### config.mk
export PLATFORM = sky130hd
export DESIGN_NAME = uvp_prog_ctrl
export DESIGN_NICKNAME = d
export VERILOG_FILES = /design/src/rtl/uvp_pkg.sv /design/src/rtl/uvp_sync.sv /design/src/rtl/uvp_prog_ctrl.sv
export VERILOG_INCLUDE_DIRS = /design/src /design/src/rtl
export SDC_FILE = /design/constraint.sdc
export NUM_CORES = 1
export LEC_CHECK = 0
export BUFFER_PORTS_ARGS = -buffer_cell sky130_fd_sc_hd__buf_2
export CORE_MARGIN = 2
export CORE_UTILIZATION = 30
export CTS_CLUSTER_DIAMETER = 50
export DETAILED_ROUTE_END_ITERATION = 10
export GPL_TIMING_DRIVEN = 0
export PLACE_DENSITY = 0.53
export SETUP_SLACK_MARGIN = 0.02
export SLEW_MARGIN = 0
export SYNTH_ARGS = -nofsm -noshare
export SYNTH_HDL_FRONTEND = slang
export SYNTH_SLANG_ARGS = --single-unit
### constraint.sdc
create_clock -name clock -period 1.78 [get_ports clock]
set_input_delay 0.356 -clock clock [delete_from_list [all_inputs] [get_ports clock]]
set_output_delay 0.356 -clock clock [all_outputs]
set_load 0.03 [all_outputs]
### src/rtl/uvp_defines.svh
`ifndef UVP_DEFINES_SVH
`define UVP_DEFINES_SVH

`define UVP_CLOCK_MHZ          250
`define UVP_PULSE_US           100
`define UVP_PULSE_CYC          (`UVP_PULSE_US * `UVP_CLOCK_MHZ)
`define UVP_SETUP_US           1
`define UVP_SETUP_CYC          (`UVP_SETUP_US * `UVP_CLOCK_MHZ)
`define UVP_HOLD_US            1
`define UVP_HOLD_CYC           (`UVP_HOLD_US * `UVP_CLOCK_MHZ)
`define UVP_VERIFY_VALID_NS    250
`define UVP_VERIFY_VALID_CYC   ((`UVP_VERIFY_VALID_NS * `UVP_CLOCK_MHZ + 999) / 1000)
`define UVP_ACCESS_NS          200
`define UVP_ACCESS_CYC         ((`UVP_ACCESS_NS * `UVP_CLOCK_MHZ + 999) / 1000)
`define UVP_FLOAT_NS           60
`define UVP_FLOAT_CYC          ((`UVP_FLOAT_NS * `UVP_CLOCK_MHZ + 999) / 1000)
`define UVP_MAX_PULSES         25
`define UVP_SYNC_CYC           4
`define UVP_ADDR_W             16
`define UVP_DATA_W             8
`define UVP_ID_LINE            9
`define UVP_ID_SEL_LINE        0

`endif

### src/rtl/uvp_pkg.sv
package uvp_pkg;
    typedef enum logic [3:0] {
        UVP_IDLE    = 4'b0000,
        UVP_SETUP   = 4'b0001,
        UVP_ACCESS  = 4'b0010,
        UVP_PROG_SU = 4'b0011,
        UVP_PULSE   = 4'b0100,
        UVP_PHOLD   = 4'b0101,
        UVP_VFY     = 4'b0110,
        UVP_CHECK   = 4'b0111,
        UVP_RECOVER = 4'b1000,
        UVP_DONE    = 4'b1001
    } uvp_state_e;

    typedef enum logic [1:0] {
        UVP_OP_READ  = 2'b00,
        UVP_OP_PROG  = 2'b01,
        UVP_OP_IDENT = 2'b10
    } uvp_op_e;
endpackage

### src/rtl/uvp_sync.sv
`timescale 1ns/10ps
`default_nettype none
module uvp_sync
    import uvp_pkg::*;
#(
    parameter int WIDTH = 8
) (
    input  wire logic             clock,
    input  wire logic             reset_n,
    input  wire logic [WIDTH-1:0] pin,
    output logic      [WIDTH-1:0] level
);
    typedef struct packed {
        logic [WIDTH-1:0] s1;
        logic [WIDTH-1:0] s2;
        logic [WIDTH-1:0] s3;
        logic [WIDTH-1:0] level;
    } uvp_sync_s;

    uvp_sync_s st;
    uvp_sync_s next_st;

    // Level moves only when second and third stages agree
    always_comb begin
        next_st = st;
        next_st.s1 = pin;
        next_st.s2 = st.s1;
        next_st.s3 = st.s2;
        for (int i = 0; i < WIDTH; i++) begin
            if (st.s2[i] == st.s3[i]) begin
                next_st.level[i] = st.s3[i];
            end
        end
    end

    always_ff @(posedge clock or negedge reset_n) begin
        if (!reset_n) begin
            st <= '0;
        end else begin
            st <= next_st;
        end
    end

    assign level = st.level;
endmodule
`default_nettype wire

### src/rtl/uvp_prog_ctrl.sv
// Summary of operation
// - Raise program supply and main supply for program modes; normal levels otherwise.
// - Strobe acts as device select; gate acts as common read line.
// - Drive the full byte and address steadily while programming.
// - Pulse the strobe low once address and data are stable.
// - Repeat fixed pulses with verify after each, at most 25.
// - Never hold strobe low statically; only discrete timed pulses.
// - Strobe held high on unselected devices inhibits programming.
// - Verify with gate and strobe low, sample after data valid delay.
// - Identification: high voltage on line nine, line zero picks byte.
// - Hold other address lines and controls low during identification.
`timescale 1ns/10ps
`default_nettype none
`include "uvp_defines.svh"
module uvp_prog_ctrl
    import uvp_pkg::*;
#(
    parameter int ADDR_W     = `UVP_ADDR_W,
    parameter int DATA_W     = `UVP_DATA_W,
    parameter int PULSE_CYC  = `UVP_PULSE_CYC,
    parameter int MAX_PULSES = `UVP_MAX_PULSES
) (
    input  wire logic              clock,
    input  wire logic              reset_n,
    input  wire logic              req_valid,
    output logic                   req_ready,
    input  wire logic [1:0]        req_op,
    input  wire logic [ADDR_W-1:0] req_addr,
    input  wire logic [DATA_W-1:0] req_data,
    output logic                   rsp_valid,
    output logic [DATA_W-1:0]      rsp_data,
    output logic                   rsp_fail,
    output logic [4:0]             rsp_pulses,
    output logic [ADDR_W-1:0]      mem_addr,
    output logic                   mem_id_high_volt,
    output logic [DATA_W-1:0]      mem_data_out,
    output logic                   mem_data_oe_n,
    input  wire logic [DATA_W-1:0] mem_data_in,
    output logic                   select_program_strobe_n,
    output logic                   output_gate_n,
    output logic                   program_supply_high,
    output logic                   main_supply_high
);
    localparam int CNT_W = 16;
    localparam logic [CNT_W-1:0] SETUP_C  = CNT_W'(`UVP_SETUP_CYC);
    localparam logic [CNT_W-1:0] HOLD_C   = CNT_W'(`UVP_HOLD_CYC);
    // Three sync stages plus the level flop sit between pin and sampler
    localparam logic [CNT_W-1:0] VALID_C  = CNT_W'(`UVP_VERIFY_VALID_CYC + `UVP_SYNC_CYC);
    localparam logic [CNT_W-1:0] ACCESS_C = CNT_W'(`UVP_ACCESS_CYC + `UVP_SYNC_CYC);
    localparam logic [CNT_W-1:0] FLOAT_C  = CNT_W'(`UVP_FLOAT_CYC);
    localparam logic [CNT_W-1:0] PULSE_C  = CNT_W'(PULSE_CYC);
    localparam logic [4:0]       MAXP_C   = 5'(MAX_PULSES);

    typedef struct packed {
        logic              rst_a;
        logic              rst_b;
        uvp_state_e        state;
        uvp_op_e           op;
        logic [CNT_W-1:0]  cnt;
        logic [4:0]        pulses;
        logic [ADDR_W-1:0] addr;
        logic              id_hv;
        logic [DATA_W-1:0] dout;
        logic              doe_n;
        logic              strobe_n;
        logic              gate_n;
        logic              vpp;
        logic              vcc;
        logic              rsp_valid;
        logic [DATA_W-1:0] rsp_data;
        logic              rsp_fail;
    } uvp_ctrl_s;

    uvp_ctrl_s         st;
    uvp_ctrl_s         next_st;
    logic              rst_sync_n;
    logic [DATA_W-1:0] data_seen;

    // Data pins come from another chip, so synchronise
    uvp_sync #(.WIDTH(DATA_W)) uvp_sync_inst (
        .clock   (clock),
        .reset_n (rst_sync_n),
        .pin     (mem_data_in),
        .level   (data_seen)
    );

    assign rst_sync_n = st.rst_b;

    always_comb begin
        next_st = st;
        next_st.rst_a = 1'b1;
        next_st.rst_b = st.rst_a;
        next_st.rsp_valid = 1'b0;
        if (st.cnt != '0) begin
            next_st.cnt = st.cnt - 1'b1;
        end
        unique case (st.state)
            UVP_IDLE: begin
                // No request taken until the reset copy is released
                if (req_valid && st.rst_b) begin
                    next_st.op = uvp_op_e'(req_op);
                    next_st.addr = req_addr;
                    next_st.pulses = '0;
                    next_st.cnt = SETUP_C;
                    next_st.state = UVP_SETUP;
                    if (uvp_op_e'(req_op) == UVP_OP_PROG) begin
                        next_st.vpp = 1'b1;
                        next_st.vcc = 1'b1;
                        next_st.dout = req_data;
                        next_st.doe_n = 1'b0;
                    end else if (uvp_op_e'(req_op) == UVP_OP_IDENT) begin
                        next_st.id_hv = 1'b1;
                        next_st.addr = '0;
                        next_st.addr[`UVP_ID_SEL_LINE] = req_addr[`UVP_ID_SEL_LINE];
                    end
                end
            end
            UVP_SETUP: begin
                if (st.cnt == '0) begin
                    if (st.op == UVP_OP_PROG) begin
                        next_st.strobe_n = 1'b0;
                        next_st.cnt = PULSE_C;
                        next_st.pulses = st.pulses + 5'd1;
                        next_st.state = UVP_PULSE;
                    end else begin
                        next_st.strobe_n = 1'b0;
                        next_st.gate_n = 1'b0;
                        next_st.cnt = ACCESS_C;
                        next_st.state = UVP_ACCESS;
                    end
                end
            end
            UVP_ACCESS: begin
                if (st.cnt == '0) begin
                    next_st.rsp_data = data_seen;
                    next_st.rsp_fail = 1'b0;
                    next_st.strobe_n = 1'b1;
                    next_st.gate_n = 1'b1;
                    next_st.id_hv = 1'b0;
                    next_st.cnt = FLOAT_C;
                    next_st.state = UVP_RECOVER;
                end
            end
            UVP_PULSE: begin
                if (st.cnt == '0) begin
                    next_st.strobe_n = 1'b1;
                    next_st.cnt = HOLD_C;
                    next_st.state = UVP_PHOLD;
                end
            end
            UVP_PHOLD: begin
                if (st.cnt == '0) begin
                    // Program supply back to logic level for verify
                    next_st.vpp = 1'b0;
                    next_st.doe_n = 1'b1;
                    next_st.cnt = SETUP_C;
                    next_st.state = UVP_PROG_SU;
                end
            end
            UVP_PROG_SU: begin
                if (st.cnt == '0) begin
                    next_st.gate_n = 1'b0;
                    next_st.strobe_n = 1'b0;
                    next_st.cnt = VALID_C;
                    next_st.state = UVP_VFY;
                end
            end
            UVP_VFY: begin
                if (st.cnt == '0) begin
                    next_st.rsp_data = data_seen;
                    next_st.gate_n = 1'b1;
                    next_st.strobe_n = 1'b1;
                    next_st.state = UVP_CHECK;
                end
            end
            UVP_CHECK: begin
                if (st.rsp_data == st.dout) begin
                    next_st.rsp_fail = 1'b0;
                    next_st.vcc = 1'b0;
                    next_st.cnt = FLOAT_C;
                    next_st.state = UVP_RECOVER;
                end else if (st.pulses >= MAXP_C) begin
                    next_st.rsp_fail = 1'b1;
                    next_st.vcc = 1'b0;
                    next_st.cnt = FLOAT_C;
                    next_st.state = UVP_RECOVER;
                end else begin
                    next_st.vpp = 1'b1;
                    next_st.doe_n = 1'b0;
                    next_st.cnt = SETUP_C;
                    next_st.state = UVP_SETUP;
                end
            end
            UVP_RECOVER: begin
                if (st.cnt == '0) begin
                    next_st.state = UVP_DONE;
                end
            end
            UVP_DONE: begin
                next_st.rsp_valid = 1'b1;
                next_st.state = UVP_IDLE;
            end
            default: begin
                next_st.state = UVP_IDLE;
            end
        endcase
    end

    always_ff @(posedge clock or negedge reset_n) begin
        if (!reset_n) begin
            st <= '{rst_a: 1'b0, rst_b: 1'b0, state: UVP_IDLE, op: UVP_OP_READ, cnt: '0, pulses: '0,
                    addr: '0, id_hv: 1'b0, dout: '0, doe_n: 1'b1, strobe_n: 1'b1, gate_n: 1'b1,
                    vpp: 1'b0, vcc: 1'b0, rsp_valid: 1'b0, rsp_data: '0, rsp_fail: 1'b0};
        end else begin
            st <= next_st;
        end
    end

    assign req_ready               = (st.state == UVP_IDLE) && st.rst_b;
    assign rsp_valid               = st.rsp_valid;
    assign rsp_data                = st.rsp_data;
    assign rsp_fail                = st.rsp_fail;
    assign rsp_pulses              = st.pulses;
    assign mem_addr                = st.addr;
    assign mem_id_high_volt        = st.id_hv;
    assign mem_data_out            = st.dout;
    assign mem_data_oe_n           = st.doe_n;
    assign select_program_strobe_n = st.strobe_n;
    assign output_gate_n           = st.gate_n;
    assign program_supply_high     = st.vpp;
    assign main_supply_high        = st.vcc;
endmodule
`default_nettype wire

* After elaboration in Yosys (flattened, before gate mapping)
Cells that the tools add are included.
** Storage, ports and cells
- Register bits :: 101
- Word-level logic and storage cells :: 148
** Operators by class
- Mux-type cells :: 53
- $lt $le $gt $ge :: 1
- Add/subtract/negate cells :: 2
- Reductions and logical operators :: 26
- Eq/ne operators :: 38
** Operators with widths (number)
- $pmux 16 s6 :: 1
- $mux 16 :: 4
- $mux 53 :: 1
- $mux 4 :: 9
- $pmux 4 s9 :: 1
- $mux 17 :: 2
- $ne 2x2->1 const B :: 15
- $mux 8 :: 3
- $mux 21 :: 1
- $mux 9 :: 2
- $eq 4x3->1 const B :: 4
- $logic_not 16->1 :: 1
- $pmux 8 s2 :: 1
- $reduce_bool 16->1 :: 1
- $sub 16x1->16 const B :: 1
- $mux 15 :: 1
- $reduce_and 5->1 :: 3
- $mux 1 :: 12
- $mux 2 :: 5
- $pmux 5 s2 :: 1
- $reduce_bool 2->1 :: 5
- $pmux 1 s3 :: 3
- $reduce_and 3->1 :: 3
- $eq 1x1->1 :: 8
- 23 further kinds :: 32

* Logic depth before layout (Yosys ltp)
Gate-level depths: netlist of the first run.
- Depth in word-level cells :: 5
- Mapped depth :: 10
- Gate-level depth less buffers :: 10

* Modules after synthesis
A second synthesis of the first run with hierarchy kept.
** Unflattened totals
- Cells, all modules :: 453
- Area, all modules :: 4893.4 um^2
** By module, submodules not included
- uvp_prog_ctrl :: area an instance 3942.5 um^2, cells each 405, sequential area each 1730.4 um^2, times used 1
- uvp_sync :: area an instance 950.9 um^2, cells each 48, sequential area each 800.8 um^2, times used 1

* Worst setup path before layout of the first run
No wires, ideal clock.
- Path kind :: reg2reg
- From :: register st, in the netlist rst_sync_n
- To :: register st, in the netlist mem_data_out[0]
- Data required time :: 1.655 ns
- Arrival time :: 2.144 ns
- Library setup time :: 0.125 ns
- Path buffers :: 1
- Setup slack :: -0.489 ns
- Cell stages (with the launch flop) :: 5
- Cell sequence :: dfrtp_1 -> nand3_1 -> nor3b_1 -> buf_4 -> mux2_2
** Between the ends
- Cells in the longest elaborated chain, start to end :: 2
** RTL lines
- start, declared :: RTL line uvp_prog_ctrl.sv:74 : uvp_ctrl_s st;
- start signal, assigned :: RTL line uvp_prog_ctrl.sv:211 : st <= '{rst_a: 1'b0, rst_b: 1'b0, state: UVP_IDLE, op: UVP_OP_READ, cnt: '0, pulses: '0,
- start signal, assigned :: RTL line uvp_prog_ctrl.sv:215 : st <= next_st;
- $logic_and 1x1->1 :: RTL line uvp_prog_ctrl.sv:100 : if (req_valid && st.rst_b) begin
- $reduce_and 3->1 (no source line)
Every way passes these cells.
A chain may end at the register's enable or synchronous reset.

* Worst setup path after layout of the first run
- From :: register st[46] (netlist bit)
- To :: register st, in the netlist rsp_data[4]
** Between the ends
- Cells in the longest elaborated chain, start to end :: 3
- Elaborated cells on any way between the ends :: 4
- Those cells by class :: eq/ne: 2; reduce/logical: 2
** RTL lines (RTL line)
- $logic_not 16->1 * :: uvp_prog_ctrl.sv:134, uvp_prog_ctrl.sv:169
- $ne 2x2->1 (no source line)
- $reduce_and 3->1 (no source line) *
Mark *: on every way between the ends. The rest lies on a longest branch, timed or not.

==> results of run 1 <==
worst register-to-register path, delay by kind of cell (launching register included):
family	cells	cell delay [ps]
fa+ha+maj	1	130
simple gates	3	640
buf+inv	3	430
flops	1	440
mux	1	300
worst min-delay path by stage:
stage / endpoint / slack (ps) / cells after the start
2_1_floorplan: main_supply_high / 60 / 0
3_3_place_gp: uvp_sync_inst.next_st[15] / 290 / 0
3_5_place_dp: uvp_sync_inst.next_st[23] / 290 / 0
5_1_grt: uvp_sync_inst.next_st[22] / 90 / 1
4_1_cts: uvp_sync_inst.next_st[17] / 100 / 1
6_report: uvp_sync_inst.next_st[18] / 110 / 1
repair_timing:
item	CTS	global route
pin swaps	25	43
endpoints found under the hold margin	21	0
hold buffers	1	0
gates resized for setup	95	96
setup buffers	32	27
cloned	3	2
setup endpoints to repair	67	67
metal layers:
metal	track usage [%]	vias to the layer above	part of all wire (%)	wire length (um)
met5	0	-	0	0
li1	-	1967	-	-
met1	20.5	2061	44	6170
met2	25.1	105	49	6890
met3	3.81	14	4.9	686
met4	4.55	0	1.7	234
cells in the final DEF (no fill, tap or decap), types with 5 or more instances in the layout:
master,count
nor3_1,11
buf_8,5
buf_4,71
xnor2_1,14
buf_12,5
dfrtp_1,89
and2_1,6
nand2_1,51
a21oi_1,16
nor2_1,12
clkbuf_2,7
clkbuf_16,14
inv_1,6
o21ai_0,12
mux2_4,16
o21ai_2,7
nor4_4,5
a21oi_4,5
maj3_1,8
buf_2,81
o21ai_1,21
buf_6,21
nand4_1,8
a21oi_2,8
dfrtp_2,8
state kept, by name, summed over array words and instances (netlist names):
name                     cells
st                          22
mem_addr                    16
uvp_sync_inst.next_st       16
mem_data_out                 8
rsp_data                     8
uvp_sync_inst.level          8
uvp_sync_inst.st             8
rsp_pulses                   5
main_supply_high             1
mem_data_oe_n                1
mem_id_high_volt             1
next_st                      1
output_gate_n                1
program_supply_high          1
rsp_fail                     1
rsp_valid                    1
rst_sync_n                   1
select_program_strobe_n      1
cell families after synthesis:
logic type,count (synthesis)
AO/OA/AOI/OAI,100
XOR/XNOR,18
adder cells (fa/ha/maj),14
buffers and inverters,73
flip-flops,101
multiplexers,23
other,1
AND/OR/NAND/NOR,146
power groups by stage:
stage / Sequential [uW] / Clock [uW] / Combinational [uW]
2_1_floorplan: 2410 / 0 / 31.2
3_3_place_gp: 2420 / 0 / 110
3_5_place_dp: 2420 / 0 / 121
4_1_cts: 2380 / 2140 / 126
5_1_grt: 2390 / 2250 / 139
6_report: 2380 / 2080 / 121
per-stage QoR:
stage	power (uW)	setup TNS (ps)	setup slack [ps]	hold slack [ps]
global placement	2530	-28090	-489	285
detailed placement	2550	-20420	-535	289
CTS	4640	-7080	-230	95.1
global route	4770	-16390	-380	87.2
finish	4580	-9420	-275	108
floorplan	2440	-707	-82.0	60.4
final cells by class:
type / instances / area (um2) / area share [%]
Sequential cell: 101 / 2540 / 34.7
Multi-Input combinational cell: 302 / 2530 / 34.5
Timing Repair Buffer: 145 / 1110 / 15.1
Buffer: 62 / 517 / 7.04
Tap cell: 220 / 275 / 3.75
Clock buffer: 10 / 239 / 3.26
Clock inverter: 6 / 80.1 / 1.09
Inverter: 10 / 46.3 / 0.631
==> flow_summary.toml, run 1 <==
[run_status]
outcome = "complete, but fails checks"
violations = "negative setup slack"

[cts]
path_clk_slew_ps = 70
cts_max_level = 3
numCtsBuffers = 9
cts_max_path_buffers = 2
worstSkewPairLatency_ps = 350
clock_sinks = 101
cts_tree = "done"
root_buffer = "clkbuf_16"

[timing]
fin_skew_ps = 6.67
fmax_mhz = 487
fin_crit_ps = 2060
min_period_over_period_pct = 115
relSlewSlack_pct = 49.4
tightestPinTransition_ps = 759
finalHoldViolations = 0
finalSetupViolations = 67
slew_viol_final = 0
rsz0062_at_grt = "true"
setup_ws_ps = -275

[floorplan]
core_mm2 = 0.0165
die_area_mm2 = 0.0177
ios = 83
dieHeight_um = 133
start_util_pct = 30.4
core.rowCount = 47
fp.dieW_um = 133

[synthesis]
async_flop_share_pct = 100
yosys-mux-area-fraction_pct = 5.67
synth_compound_area_share_pct = 11.9
ys_seq_elements = 101
synth_top_flop_cell = "dfrtp_1"
synthAdderAreaFrac_pct = 3.10
synth_fp_nets = 519
syn_avg_cell_area_um2 = 10.5
yosysSeqAreaShare_pct = 50.5
synth_cells = 476
synth.top_cells.by_area = "dfrtp_1 (49%), buf_4 (6.0%), nand2_1 (4.2%)"
synth_top_family_by_area = "simple AND/OR/NAND/NOR gates"
synth.distinct_cells = 64
synth-edff-count = 0
yosys-top-cells-count = "dfrtp_1 (98), nand2_1 (56), buf_4 (40)"
synth-xor-area-share_pct = 3.15
synth_warnings = 0
synth_most_common_cell = "dfrtp_1"
synth-simple-area-share_pct = 16.8
synth_area_leader_cell = "dfrtp_1"
netlist.area_leader.share_pct = 49.0
synth_area_mm2 = 0.00501

[final_layout]
layout.cells.non_filler = 856
fillers = 1531
area_delta_synth_final_pct = 46.5
fin_util_pct = 44.6
finalInstanceArea_mm2 = 0.00734
num-nets-final = 674
antenna_cells = 0
drive_above_1_share_pct = 51.6

[place]
post-place-cells = 779
post_dp_cell_area_mm2 = 0.00578
dpl.hpwl_mm = 9.05
gp_congestion = 0.842
io_buffer_count = 82

[critical_path]
rr_worst_depth = 8
endpoint_kind = "register"
crit_buf_inv = 3
startpoint = "st[46]"
r2r-start = "st[46]"
cp_max_fo = 8
crit_family = "simple AND/OR/NAND/NOR gates"
critical_path_depth = 8
max_stage_delay_ps = 440
critPathKind = "reg -> reg"
crit_path_start_kind = "register"
arrival_ps = 2290
crit_end = "rsp_data[4]"
cp_slowest_cell = "dfrtp_2"
crit_required_ps = 2020
path_cells = "inv_2 -> ha_4 -> nor4b_4 -> buf_4 -> nand4_4 -> nor3_4 -> buf_12 -> mux2_4"
r2r-end = "rsp_data[4]"
timing.reg2reg.setup_slack_ps = -280

[global_route]
grt_antenna_before_repair = 0
grt_usage_pct = 15.4
grt_max_degree = 49
grt_pass1_vias = 4135
overflow = 0
grt_pass1_wl_mm = 21.7

[route]
num_vias = 4147
wl_mm = 14.0
viasPerCell = 4.84
wire_per_inst_um = 16.3
ant_nets = 0
drc = 0
drt-pass1-iter-count = 4
drt-initial-drc-count = 227

[pwr]
p_leak_uw = 0.00342
power.share.clock_pct = 45.4
p_per_area_mw_per_mm2 = 623
ir_worst_vdd_v = 0.000528
power.switching_uw = 1020
p_seq_share_pct = 51.9
p_sw_share_pct = 22.4
internal-power_uw = 3550
p_comb_share_pct = 2.7

[min_path]
hp-class = "in -> reg"
hp-start = "mem_data_in[2]"

[flow_run]
maxCapViolCount = 0
No activity file was read; power rests on OpenSTA's default activity.
==> run 2, diff against run 1 <==
Settings changed: CORE_MARGIN 2 to 5, CORE_UTILIZATION 30 to 55, PLACE_DENSITY 0.53 to 0.83.
==> flow_summary.toml, run 2 (same netlist as run 1, synthesis figures left out) <==
[route]
highest_layer = "met4"
dr_wl_met3_um = 921
wirelength_met1_mm = 5.39
ant_nets = 0
met2_length_mm = 7.03
drt-pass1-iter-count = 6
wire_per_inst_um = 19.0
drt-initial-drc-count = 467
drc = 0
viasPerCell = 5.89
num_vias = 4299
wl_mm = 13.8

[final_layout]
area_delta_synth_final_pct = 33.8
largest_reg_flops = 22
finalInstanceArea_mm2 = 0.00670
largest_register = "st"
layout_commonest_cell = "dfrtp_1"
drive_above_1_share_pct = 47.6
layout.cells.non_filler = 730
layout_common_cells = "dfrtp_1 (88), buf_2 (83), buf_4 (69)"
num-nets-final = 660
antenna_cells = 0
fillers = 545

[global_route]
grt_antenna_before_repair = 0
overflow = 0
grt_pass1_vias = 4256
grt_usage_pct = 23.6
grt_pass1_wl_mm = 21.2
grt_max_degree = 70

[critical_path]
cp_slowest_cell = "dfrtp_1"
crit_required_ps = 2020
crit_path_start_kind = "register"
crit_buf_inv = 3
rr_worst_depth = 9
arrival_ps = 2290
startpoint = "st[46]"
r2r-start = "st[46]"
crit_family = "simple AND/OR/NAND/NOR gates"
max_stage_delay_ps = 420
critical_path_depth = 9
cp_max_fo = 5
critPathKind = "reg -> reg"
endpoint_kind = "register"
path_cells = "inv_2 -> ha_4 -> nor4b_4 -> and4_4 -> buf_6 -> buf_4 -> a21oi_2 -> o22ai_1 -> o311ai_1"

[cts]
cts_max_path_buffers = 2
clock_sinks = 101
path_clk_slew_ps = 110
cts_tree = "done"
numCtsBuffers = 9
cts_max_level = 3
worstSkewPairLatency_ps = 380
root_buffer = "clkbuf_8"
hold_buffers = 0

[floorplan]
fp.dieW_um = 105
ios = 83
core_mm2 = 0.00881
dieHeight_um = 105
start_util_pct = 56.9
die_area_mm2 = 0.0111
core.rowCount = 34

[pwr]
p_per_area_mw_per_mm2 = 589
p_seq_share_pct = 60.2
ir_worst_vdd_v = 0.000714
power.share.clock_pct = 36.7
p_comb_share_pct = 3.2
internal-power_uw = 2950
power.switching_uw = 998
p_leak_uw = 0.00319
p_sw_share_pct = 25.3
totalPowerFinal_uw = 3940

[min_path]
hp-start = "mem_data_in[1]"
holdPathStages = 1
hp-class = "in -> reg"

[timing]
tightestPinTransition_ps = 898
fin_crit_ps = 2050
rsz0062_at_grt = "true"
relSlewSlack_pct = 40.1
slew_viol_final = 0
setup_ws_ps = -265
setup_tns_ps = -6380
finalHoldViolations = 0
fmax_mhz = 489
fin_skew_ps = 15.7
min_period_over_period_pct = 115
finalSetupViolations = 46

[flow_run]
maxCapViolCount = 0

[run_status]
violations = "negative setup slack"
outcome = "complete, but fails checks"

[place]
post-place-cells = 666
post_dp_cell_area_mm2 = 0.00561
io_buffer_count = 82
gp_congestion = 0.919
dpl.hpwl_mm = 8.30
dpl_worst_slack_ps = -412
[run 2: changes by cell type in the layout (fill, tap and decap cells not counted), moves of 3 or more]
cell | before | now
clkbuf_16 | 14 | 2
o21ai_0 | 12 | 22
o21ai_2 | 7 | 0
clkbuf_8 | 4 | 9
a21oi_4 | 5 | 1
buf_12 | 5 | 1
a21oi_1 | 16 | 19
clkbuf_1 | 4 | 7
nand2_1 | 51 | 54
o21ai_1 | 21 | 18
[run 2: worst paths after layout]
| check | endpoint | slack, ps |
|---|---|---|
| worst min-delay path | uvp_sync_inst.next_st[17] | 70 |
| worst max-delay path | st[49] | -270 |
| min in group asynchronous | mem_data_out[4] | 80 |
| worst max register to register | st[49] | -270 |
| max in group asynchronous | rst_sync_n | 1030 |
| worst min register to register | uvp_sync_inst.next_st[19] | 220 |
[run 2: final cells by class]
type                            instances  area (um2)  area share, %
Sequential cell                       101        2550           38.0
Multi-Input combinational cell        302        2400           35.9
Timing Repair Buffer                  130         900           13.4
Buffer                                 63         479           7.15
Tap cell                              108         135           2.02
Clock buffer                           10         128           1.90
Clock inverter                          6        65.1          0.971
Inverter                               10        43.8          0.654
[run 2: worst register-to-register path, stage by stage, from the launching register on]
cell	delay, ps
dfrtp_1	420
inv_2	90
ha_4	130
nor4b_4	300
and4_4	320
buf_6	140
buf_4	110
a21oi_2	60
o22ai_1	210
o311ai_1	140
[run 2: per-stage QoR]
stage | hold slack [ps] | utilization [%]
after floorplan | 60.4 | -
after global placement | 277 | 63.7
after detailed placement | 284 | 63.7
after CTS | 66.0 | 71.8
after global routing | 51.7 | 76.1
final | 72.3 | 76.1
[run 2: timing repair]
| item | CTS | global route |
|---|---|---|
| pin swaps | 38 | 28 |
| resized for setup | 79 | 65 |
| gates cloned | 2 | 1 |
| setup endpoints to repair | 67 | 65 |
| buffers inserted | 29 | 16 |
[run 2: power by group through the flow]
stage          combinational [uW]  sequential, uW  clock (uW)
6_report                      124            2370        1450
5_1_grt                       142            2380        1560
4_1_cts                       112            2380        1470
3_5_place_dp                  111            2430           0
3_3_place_gp                  104            2420           0
2_1_floorplan                31.2            2410           0
[run 2: metal layers]
layer,vias to the layer above,GRT usage (%)
li1,1929,-
met1,2107,29.9
met2,205,40.3
met3,58,5.75
met4,0,7.22
met5,-,0
==> run 3, diff against run 2 <==
Settings changed: CORE_MARGIN 5 to 2.
==> flow_summary.toml, run 3 (same netlist as run 1, synthesis figures left out) <==
[floorplan]
ios = 83
core.rowCount = 34
start_util_pct = 57.2
die_area_mm2 = 0.00989
fp.dieW_um = 99.4
dieHeight_um = 99.4
core_mm2 = 0.00876

[final_layout]
fillers = 539
largest_register = "st"
largest_reg_flops = 22
area_delta_synth_final_pct = 33.7
drive_above_1_share_pct = 49.4
fin_util_pct = 76.4
layout_common_cells = "dfrtp_1 (89), buf_2 (82), buf_4 (73)"
antenna_cells = 0
num-nets-final = 660
layout_commonest_cell = "dfrtp_1"

[cts]
clock_sinks = 101
cts_tree = "done"
root_buffer = "clkbuf_8"
cts_max_level = 3
path_clk_slew_ps = 110
numCtsBuffers = 9
worstSkewPairLatency_ps = 380
cts_max_path_buffers = 2

[global_route]
grt_usage_pct = 25.9
grt_pass1_wl_mm = 20.5
grt_max_degree = 70
use_met1_pct = 34.9
grt_antenna_before_repair = 0
grt_busiest_layer = "met2"
use_met2_pct = 43.6
met3_usage_pct = 4.01
grt_pass1_vias = 4165
overflow = 0

[timing]
fin_crit_ps = 2020
finalSetupViolations = 46
fmax_mhz = 495
setup_ws_ps = -242
rsz0062_at_grt = "true"
relSlewSlack_pct = 41.6
setup_tns_ps = -6950
fin_skew_ps = 17.9
min_period_over_period_pct = 114
slew_viol_final = 0
finalHoldViolations = 0
tightestPinTransition_ps = 877

[run_status]
violations = "negative setup slack"
outcome = "complete, but fails checks"

[place]
gp_congestion = 0.920
io_buffer_count = 82
dpl.hpwl_mm = 8.08
dpl_worst_slack_ps = -438

[route]
viasPerCell = 6.06
drt-initial-drc-count = 578
wl_mm = 14.1
drt-pass1-iter-count = 8
drc = 0
num_vias = 4421
ant_nets = 0
wire_per_inst_um = 19.3

[critical_path]
crit_path_start_kind = "register"
arrival_ps = 2290
endpoint_kind = "register"
crit_required_ps = 2040
critPathKind = "reg -> reg"
cp_max_fo = 6

[pwr]
totalPowerFinal_uw = 3920
p_leak_uw = 0.00318
p_per_area_mw_per_mm2 = 585
ir_worst_vdd_v = 0.000490

[min_path]
hp-class = "in -> reg"

[flow_run]
maxCapViolCount = 0
==> run 3: changes by cell type in the layout (fill, tap and decap cells not counted), moves of 3 or more <==
cell      previous run  this run
nand2_1             54        51
nor4_2               4         1
buf_4               69        73
clkbuf_1             7         3
o21ai_2              0         4
==> run 3: layer usage <==
| metal | vias up | share of wire [%] |
|---|---|---|
| li1 | 1926 | - |
| met1 | 2137 | 39 |
| met2 | 288 | 49 |
| met3 | 70 | 8.4 |
| met4 | 0 | 3.6 |
| met5 | - | 0 |
==> run 3: final cells by class <==
type,count,area [um2],area share [%]
timing repair buffer,131,871,13.0
clock buffer,9,124,1.85
inverter,10,43.8,0.654
buffer,62,474,7.08
multi-input combinational,302,2440,36.4
sequential,101,2540,38.0
tap,108,135,2.02
clock inverter,7,63.8,0.953
==> run 3: worst paths after layout <==
kind	cells past startpoint	start	slack (ps)	end
max in group asynchronous	1	reset_n	1050	rst_sync_n
worst min register to register	0	rst_sync_n	190	uvp_sync_inst.level[7]
worst max register to register	9	st[45]	-240	st[53]
min in group asynchronous	1	reset_n	90	st[47]
worst max-delay path	9	st[45]	-240	st[53]
worst min-delay path	1	mem_data_in[6]	70	uvp_sync_inst.next_st[22]
==> run 3: power by group <==
group          internal (uW)  total [uW]  switching [uW]
clock network            536        1420             886
registers               2340        2370            31.2
logic                   53.0         122            69.3
==> run 3: worst max-delay path, stage by stage (launching register included) <==
cell and delay, ps:
dfrtp_1 400, inv_2 90, ha_4 170, nor4b_4 130, and4_4 240, buf_8 140
buf_4 140, nor4_1 350, xnor2_1 170, o21ai_1 90
==> run 3: what timing repair did <==
item                                    4_1_cts  5_1_grt
gates resized for setup                      68       90
endpoints found under the setup margin       67       67
hold buffers                                  0        0
pin swaps                                    20       43
setup buffers                                27       21
cloned                                        1        0
==> run 3: stage by stage <==
stage | instance area (um2) | instances | hold WS (ps)
floorplan | 5060 | 476 | 60.4
global placement | 5610 | 666 | 276
detailed placement | 5610 | 666 | 287
CTS | 6220 | 710 | 81.6
global route | 6700 | 730 | 65.9
finish | 6700 | 730 | 74.6
